[src/verilog/srgt_pkg.sv]
package srgt_pkg;
   // Widths
   localparam int CNT_W        = 16;
   localparam int LVL_W        = 6;
   localparam int STRAP_W      = 3;
   localparam int STEP_W       = 2;

   // Clock
   localparam int CLK_NS       = 40;

   // Timer anticipation, 14 ns rounded down to whole cycles, never below one cycle, so one 40 ns cycle
   localparam int ANT_NS       = 14;
   localparam int ANT_CYC      = (ANT_NS / CLK_NS) < 1 ? 1 : (ANT_NS / CLK_NS);
   localparam int TIMER_STEP   = 1;
   localparam int STEP_EVERY   = 4;

   // Sleep thresholds: min-on plus a fixed margin, exit adds one fifth of min-on
   localparam int SLEEP_ADD_NS = 300;
   localparam int SLEEP_ADD_CYC = (SLEEP_ADD_NS + CLK_NS - 1) / CLK_NS;
   localparam int SLEEP_OUT_DIV = 5;

   // Switching-stop interval
   localparam int STOP_NS      = 120000;
   localparam int STOP_CYC     = STOP_NS / CLK_NS;

   // Target residual diode time
   localparam int DIODE_TGT_NS = 200;
   localparam int DIODE_TGT_CYC = (DIODE_TGT_NS + CLK_NS - 1) / CLK_NS;

   // Maximum gate pulse
   localparam int TON_MAX_NS   = 20000;
   localparam int TON_MAX_CYC  = TON_MAX_NS / CLK_NS;

   // Minimum-off blanking, three build variants
   localparam int TOFF_NS_V0   = 1500;
   localparam int TOFF_NS_V1   = 2500;
   localparam int TOFF_NS_V2   = 3500;

   // Strap phase length in switching cycles
   localparam int STRAP_CYCLES = 5;

   typedef enum logic [2:0] {
      SRGT_ST_OFF   = 3'h0,
      SRGT_ST_STRAP = 3'h1,
      SRGT_ST_SLEEP = 3'h3,
      SRGT_ST_RUN   = 3'h2,
      SRGT_ST_BURST = 3'h6
   } srgt_state_t;
endpackage

[src/verilog/srgt_gate_timing.sv]
`timescale 1ns/1ps
// Contract
// Drain falls below threshold, gate on fast
// Ignore turn-off during programmed minimum-on
// Stop gating when conduction undercuts minimum-on
// First of zero-cross or timer ends pulse
// Adapt turn-off threshold toward target diode time
// Diode time: gate fall to drain rise
// Timer drops gate one anticipation before rise
// Strap capacitor selects CCM, else QR/DCM
// CCM timer uses averaged period estimate; code takes a shorter period at once and grows one step per four rises
// Anticipation max 14 ns, step every 4; code anticipates one 40 ns cycle
// Primary limits period growth per cycle
// QR timer uses previous demagnetization time
// Minimum-off until drain stays high long enough
// Minimum-off is one of three variants
// High-drain comparator ends minimum-off early
// Strap phase lasts five switching cycles
// Latched mode held while supply stays up
// Strap then sleep, run on long demag
// Run entry starts threshold at floor
// Sleep in/out thresholds, one cycle each
// Switching stop enters low-power sleep
// Maximum on-time ends every pulse
// Operate between supply on and off thresholds
// Synchronise comparators, time by clock counts
// Supply loss drops gate, resets state
module srgt_gate_timing #(
   parameter int TOFF_VARIANT = 0
) (
   // Clock and reset
   input  wire logic                          i_clk,
   input  wire logic                          i_srst,
   // Comparators, asynchronous
   input  wire logic                          i_drain_below,
   input  wire logic                          i_zero_cross_trip,
   input  wire logic                          i_high_drain_trip,
   input  wire logic                          i_strap_cap_seen,
   input  wire logic                          i_supply_above_on,
   input  wire logic                          i_supply_above_off,
   // Minimum-on from on-time resistor, in clock cycles
   input  wire logic [srgt_pkg::CNT_W-1:0]    i_min_on_cycles,
   // Outputs
   output logic                               o_gate,
   output logic                               o_ccm_mode,
   output logic [2:0]                         o_state,
   output logic [srgt_pkg::LVL_W-1:0]         o_zc_level
);
   localparam int TOFF_NS  = TOFF_VARIANT == 0 ? srgt_pkg::TOFF_NS_V0 :
                             TOFF_VARIANT == 1 ? srgt_pkg::TOFF_NS_V1 : srgt_pkg::TOFF_NS_V2;
   localparam int TOFF_CYC = (TOFF_NS + srgt_pkg::CLK_NS - 1) / srgt_pkg::CLK_NS;
   localparam int CW       = srgt_pkg::CNT_W;

   function automatic logic [CW-1:0] inc_sat(input logic [CW-1:0] v);
      inc_sat = (&v) ? v : v + CW'(1);
   endfunction

   logic [5:0]                 sync1_reg;
   logic [5:0]                 sync2_reg;
   logic                       below_prev_reg;
   srgt_pkg::srgt_state_t      state_reg;
   logic [CW-1:0]              cond_cnt_reg;
   logic [CW-1:0]              stop_cnt_reg;
   logic [srgt_pkg::STRAP_W-1:0] strap_cnt_reg;
   logic                       strap_seen_reg;
   logic                       ccm_reg;
   logic                       gate_reg;
   logic [CW-1:0]              on_cnt_reg;
   logic                       blank_reg;
   logic [CW-1:0]              off_cnt_reg;
   logic                       diode_run_reg;
   logic [CW-1:0]              diode_cnt_reg;
   logic [srgt_pkg::LVL_W-1:0] lvl_reg;
   logic [CW-1:0]              demag_reg;
   logic [CW-1:0]              est_reg;
   logic [srgt_pkg::STEP_W-1:0] step_cnt_reg;

   logic          below;
   logic          zc_trip;
   logic          hd_trip;
   logic          strap_cap;
   logic          sup_on;
   logic          sup_ok;
   logic          fall;
   logic          rise;
   logic          stop_hit;
   logic [CW-1:0] pred;
   logic          timer_hit;
   logic          turn_on;
   logic          turn_off;
   logic [CW-1:0] sleep_in;
   logic [CW-1:0] sleep_out;

   // Two flops before any logic; metastability kept off the comparators
   always_ff @(posedge i_clk) begin
      if (i_srst) begin
         sync1_reg      <= '0;
         sync2_reg      <= '0;
         below_prev_reg <= 1'b0;
      end else begin
         sync1_reg      <= {i_supply_above_off, i_supply_above_on, i_strap_cap_seen,
                            i_high_drain_trip, i_zero_cross_trip, i_drain_below};
         sync2_reg      <= sync1_reg;
         below_prev_reg <= sync2_reg[0];
      end
   end

   assign below     = sync2_reg[0];
   assign zc_trip   = sync2_reg[1];
   assign hd_trip   = sync2_reg[2];
   assign strap_cap = sync2_reg[3];
   assign sup_on    = sync2_reg[4];
   assign sup_ok    = sync2_reg[5];
   assign fall      = below & ~below_prev_reg;
   assign rise      = ~below & below_prev_reg;
   assign stop_hit  = stop_cnt_reg >= CW'(srgt_pkg::STOP_CYC);
   assign sleep_in  = i_min_on_cycles + CW'(srgt_pkg::SLEEP_ADD_CYC);
   assign sleep_out = i_min_on_cycles + i_min_on_cycles / CW'(srgt_pkg::SLEEP_OUT_DIV)
                      + CW'(srgt_pkg::SLEEP_ADD_CYC);

   // Predicted rise instant, counted from the drain fall
   assign pred      = ccm_reg ? est_reg : demag_reg;
   assign timer_hit = (pred != '0) && (on_cnt_reg + CW'(srgt_pkg::ANT_CYC) >= pred);
   assign turn_on   = (state_reg == srgt_pkg::SRGT_ST_RUN) && sup_ok && !gate_reg && fall && !blank_reg;
   assign turn_off  = gate_reg && (on_cnt_reg >= CW'(srgt_pkg::TON_MAX_CYC) ||
                      (on_cnt_reg >= i_min_on_cycles && (zc_trip || timer_hit || !below)));

   // Conduction and switching-stop timers
   always_ff @(posedge i_clk) begin
      if (i_srst) begin
         cond_cnt_reg <= '0;
         stop_cnt_reg <= '0;
      end else begin
         cond_cnt_reg <= fall ? CW'(1) : (below ? inc_sat(cond_cnt_reg) : cond_cnt_reg);
         stop_cnt_reg <= below ? '0 : inc_sat(stop_cnt_reg);
      end
   end

   // Operating state
   always_ff @(posedge i_clk) begin
      if (i_srst || !sup_ok) begin
         state_reg <= srgt_pkg::SRGT_ST_OFF;
      end else begin
         case (state_reg)
            srgt_pkg::SRGT_ST_OFF: begin
               if (sup_on) state_reg <= srgt_pkg::SRGT_ST_STRAP;
            end
            srgt_pkg::SRGT_ST_STRAP: begin
               if (fall && strap_cnt_reg == srgt_pkg::STRAP_W'(srgt_pkg::STRAP_CYCLES - 1)) begin
                  state_reg <= srgt_pkg::SRGT_ST_SLEEP;
               end
            end
            srgt_pkg::SRGT_ST_SLEEP: begin
               if (stop_hit) state_reg <= srgt_pkg::SRGT_ST_BURST;
               else if (rise && cond_cnt_reg > sleep_out) state_reg <= srgt_pkg::SRGT_ST_RUN;
            end
            srgt_pkg::SRGT_ST_RUN: begin
               if (stop_hit) state_reg <= srgt_pkg::SRGT_ST_BURST;
               else if (rise && cond_cnt_reg < sleep_in) state_reg <= srgt_pkg::SRGT_ST_SLEEP;
            end
            srgt_pkg::SRGT_ST_BURST: begin
               // First edge after a stop is never driven
               if (fall) state_reg <= srgt_pkg::SRGT_ST_SLEEP;
            end
            default: state_reg <= srgt_pkg::SRGT_ST_OFF;
         endcase
      end
   end

   // Strap detection and mode latch
   always_ff @(posedge i_clk) begin
      if (i_srst || state_reg == srgt_pkg::SRGT_ST_OFF) begin
         strap_cnt_reg  <= '0;
         strap_seen_reg <= 1'b0;
         ccm_reg        <= 1'b0;
      end else if (state_reg == srgt_pkg::SRGT_ST_STRAP) begin
         strap_seen_reg <= strap_seen_reg | strap_cap;
         if (fall) begin
            strap_cnt_reg <= strap_cnt_reg + srgt_pkg::STRAP_W'(1);
            ccm_reg       <= strap_seen_reg | strap_cap;
         end
      end
   end

   // Gate drive
   always_ff @(posedge i_clk) begin
      if (i_srst || !sup_ok || state_reg != srgt_pkg::SRGT_ST_RUN) begin
         gate_reg   <= 1'b0;
         on_cnt_reg <= '0;
      end else if (turn_on) begin
         gate_reg   <= 1'b1;
         on_cnt_reg <= CW'(1);
      end else if (turn_off) begin
         gate_reg   <= 1'b0;
      end else if (gate_reg) begin
         on_cnt_reg <= inc_sat(on_cnt_reg);
      end
   end

   // Minimum-off blanking; any low dip of the drain restarts the count
   always_ff @(posedge i_clk) begin
      if (i_srst || !sup_ok) begin
         blank_reg   <= 1'b0;
         off_cnt_reg <= '0;
      end else if (turn_off) begin
         blank_reg   <= 1'b1;
         off_cnt_reg <= '0;
      end else if (blank_reg) begin
         off_cnt_reg <= below ? '0 : inc_sat(off_cnt_reg);
         if (hd_trip || (!below && off_cnt_reg >= CW'(TOFF_CYC - 1))) blank_reg <= 1'b0;
      end
   end

   // Residual diode time and threshold adaption
   always_ff @(posedge i_clk) begin
      if (i_srst || state_reg != srgt_pkg::SRGT_ST_RUN) begin
         diode_run_reg <= 1'b0;
         diode_cnt_reg <= '0;
         lvl_reg       <= '0;
      end else if (turn_off) begin
         diode_run_reg <= 1'b1;
         diode_cnt_reg <= '0;
      end else if (diode_run_reg) begin
         if (!below) begin
            diode_run_reg <= 1'b0;
            // Long diode tail means turn-off came early: lower the threshold level
            if (diode_cnt_reg > CW'(srgt_pkg::DIODE_TGT_CYC) && lvl_reg != '0) begin
               lvl_reg <= lvl_reg - srgt_pkg::LVL_W'(1);
            end else if (diode_cnt_reg < CW'(srgt_pkg::DIODE_TGT_CYC) && !(&lvl_reg)) begin
               lvl_reg <= lvl_reg + srgt_pkg::LVL_W'(1);
            end
         end else begin
            diode_cnt_reg <= inc_sat(diode_cnt_reg);
         end
      end
   end

   // Timer predictors; estimate grows slowly, shrinks at once
   always_ff @(posedge i_clk) begin
      if (i_srst || state_reg == srgt_pkg::SRGT_ST_OFF) begin
         demag_reg    <= '0;
         est_reg      <= '0;
         step_cnt_reg <= '0;
      end else if (rise) begin
         demag_reg    <= cond_cnt_reg;
         step_cnt_reg <= step_cnt_reg + srgt_pkg::STEP_W'(1);
         if (cond_cnt_reg < est_reg || est_reg == '0) begin
            est_reg <= cond_cnt_reg;
         end else if (cond_cnt_reg > est_reg &&
                      step_cnt_reg == srgt_pkg::STEP_W'(srgt_pkg::STEP_EVERY - 1)) begin
            est_reg <= est_reg + CW'(srgt_pkg::TIMER_STEP);
         end
      end
   end

   assign o_gate     = gate_reg;
   assign o_ccm_mode = ccm_reg;
   assign o_state    = state_reg;
   assign o_zc_level = lvl_reg;
endmodule // srgt_gate_timing

[config.mk]
export PLATFORM = sky130hd
export DESIGN_NAME = srgt_gate_timing
export DESIGN_NICKNAME = d
export VERILOG_FILES = /design/src/verilog/srgt_pkg.sv /design/src/verilog/srgt_gate_timing.sv
export SDC_FILE = /design/constraint.sdc
export NUM_CORES = 1
export LEC_CHECK = 0
export ABC_AREA = 1
export BUFFER_PORTS_ARGS = -buffer_cell sky130_fd_sc_hd__buf_2
export CAP_MARGIN = 5
export CORE_AREA = 2 2 139 141
export DETAILED_ROUTE_END_ITERATION = 6
export DIE_AREA = 0 0 141 143
export HOLD_SLACK_MARGIN = 0.1
export PLACE_DENSITY = 0.76
export SYNTH_ARGS = -nofsm -noshare
export SYNTH_HDL_FRONTEND = slang
export SYNTH_SLANG_ARGS = --single-unit
[constraint.sdc]
create_clock -name i_clk -period 16.3 [get_ports i_clk]
set_input_delay 2.445 -clock i_clk [delete_from_list [all_inputs] [get_ports i_clk]]
set_output_delay 2.445 -clock i_clk [all_outputs]
set_load 0.01 [all_outputs]
==> impl_metrics.toml <==
[logic_synthesis]
yosysWarnings = 0
ys_async_sr_fraction_pct = 0
netlist.area_leader.share_pct = 26.2
syn-num-nets = 1727
synth.most_common_cell = "nand2_1"
syn-cell-area_sq_um = 11000
yosys-top-cells-area = "dfxtp_1, ha_1, nand2_1, inv_1, a21oi_1"
syn_avg_cell_area_sq_um = 7.01
yosysTopAreaCell = "dfxtp_1"
synth-seq-cells = 144
synth_common_cells = "nand2_1, inv_1, dfxtp_1, ha_1, nor2_1"
synth_cell_types = 53
synth-edff-count = 0
syn_inst = 1570
ys_seq_area_share_pct = 26.2
synth_ff_type = "dfxtp_1"

[drt]
drt-initial-drc-count = 599
drcViolationCount = 0
viasPerCell = 5.56
via_count = 10300
met3WireLength_microns = 1190
drt-met1-wl_microns = 11700
wl_microns = 25500
routed-wl-met2_microns = 11900
antenna_left = 0
dr.pass1.iters = 6
wl_per_cell_microns = 13.8
top_layer_used = "met4"

[clocking]
clkLatencyLatePin_ns = 0.42
cts_hold_buf = 0
tritoncts = "done"
post_cts_resized = 0
cts_made_buffers = 17
clock-sinks = 144
cts_setup_buffers = 0
cts_buffer_depth = 2
cts_root_buf = "clkbuf_16"
clk_pin_slew_worst_paths_ns = 0.06
htree_num_levels = 4

[sta]
hold_viol_final = 0
setup_tns_ns = 0
min_period_ns = 12.57
worst_pin_slew_ns = 1.08
finalClockSkew_ns = 0.0136
setup_viol = 0
post-route-period-util_pct = 77.1
worst_slack_ns = 3.73
max_slew_margin_pct = 27.2
slew_viol_final = 0
max_freq_ghz = 0.0795
rsz0062_at_grt = "false"
hold_ws_ns = 0.399

[die]
fp.coreArea_sq_um = 18600
dieArea_sq_um = 20200
row_count = 50
die_x_microns = 141
ios = 35
initial_core_util_pct = 59.3
die_y_microns = 143

[power]
power.leakage_uw = 0.00525
power_density_nw_per_um2 = 126
vdd_drop_max_uv = 113

[placement]
place_ws_ns = 3.40
globalplace.congestion = 0.892
port_buffers = 34
post-dp-hpwl_microns = 19500
place_inst = 1815

[worst_setup_path]
cp.required_ns = 16.65
rrSetupSlack_ns = 11.62
cp_slowest_cell = "ha_1"
cpMostUsedCell = "nand2_2"
start_kind = "input port"
critPathArrivalTime_ns = 12.93
cp_max_fo = 9
critical_path.max_stage_delay_ns = 0.42
reg2reg_to = "off_cnt_reg[10]"
crit_type = "in -> reg"
reg2reg_from = "on_cnt_reg[0]"
end_kind = "flip-flop"
r2r_cells = 20

[global_routing]
grt-ovfl-total = 0
grt_pass1_vias = 9794
antenna_found_initial = 0
grt_pass1_wl_microns = 43800
grt_usage_pct = 26.4
grt_max_degree = 35

[finish]
area_growth_syn_to_layout_pct = 8.33
drive_above_1_share_pct = 9.30
nets = 1757
antennaDiodeCount = 0
stdcell_count = 1847

[worst_hold_path]
hold-path-cell-count = 2
hp-class = "reg -> reg"
holdPathEnd = "sync2_reg[3]"
min-delay-start = "sync1_reg[3]"

[status]
status = "completed"

[job]
cap_violations = 0
==> critical path, delay by kind of cell <==
kind | cells | cell delay (ns)
AND/OR/NAND/NOR | 48 | 5.09
AO/OA/AOI/OAI | 14 | 2.29
adder cells (fa/ha/maj) | 7 | 2.03
buffers and inverters | 6 | 0.56
multiplexers | 1 | 0.39
XOR/XNOR | 1 | 0.09
==> layout by cell type, fill, tap and decap left out, drive strengths merged, types with 2 or more instances in the layout <==
cell type and instances:
nor3 51, nor4 17, nor2 129, fa 2
nand3 108, nor3b 10, nand2 322, or4 3
a211oi 18, o21ai 93, a21boi 4, o31ai 4
o211ai 7, o21a 4, a21o 4, ha 131
inv 228, xor2 55, o21bai 7, clkbuf 17
buf 35, clkinvlp 5, nand3b 6, nand4 29
o2111ai 5, or2 3, dfxtp 144, clkinv 15
xnor2 13, a31oi 14, a21oi 120, and2 2
==> stage by stage <==
stage          utilization [%]  power (uW)  instance area [sq um]
6_report                  64.2        1500                  11900
5_1_grt                   64.2        1640                  11900
4_1_cts                   64.2        1510                  11900
3_5_place_dp              61.2        1140                  11400
3_3_place_gp              61.2        1120                  11400
2_1_floorplan                -        1010                  11000
==> worst max path at each step <==
stage          depth (start not counted)   endpoint           startpoint  slack (ns)
2_1_floorplan                         84  flip-flop  i_min_on_cycles[13]        4.69
3_3_place_gp                          77  flip-flop  i_min_on_cycles[13]        3.80
3_5_place_dp                          77  flip-flop  i_min_on_cycles[14]        3.40
4_1_cts                               77  flip-flop  i_min_on_cycles[14]        3.80
5_1_grt                               82  flip-flop  i_min_on_cycles[13]        2.62
6_report                              77  flip-flop  i_min_on_cycles[14]        3.73
==> power breakdown <==
group	switching [uW]	internal [uW]	total, uW
clock	165	199	364
sequential	1.64	354	356
combinational	472	310	782
total	639	863	1500
==> cells by family after synthesis <==
| family | after synthesis | share of synthesized area, % |
|---|---|---|
| AO/OA/AOI/OAI | 285 | 14.9 |
| XOR/XNOR | 68 | 5.41 |
| adder cells (fa/ha/maj) | 133 | 15.2 |
| buffers and inverters | 257 | 8.93 |
| flip-flops | 144 | 26.2 |
| multiplexers | 1 | 0.0909 |
| AND/OR/NAND/NOR | 682 | 29.3 |
==> per-layer routing <==
layer / track usage (%) / vias up
met1: 33.5 / 4660
li1: - / 5329
met4: 9.21 / 0
met5: 0 / -
met3: 3.72 / 43
met2: 46.0 / 242
==> layout make-up <==
cell class / instances / area (sq um)
multi-input cells: 1169 / 7150
fillers: 1643 / 6650
flip-flops and latches: 144 / 2880
inverters: 233 / 875
clock buffers: 17 / 425
well taps: 234 / 293
repair buffers: 35 / 178
clock inverters: 15 / 130
Note: power is estimated with default switching activity, not from simulation.
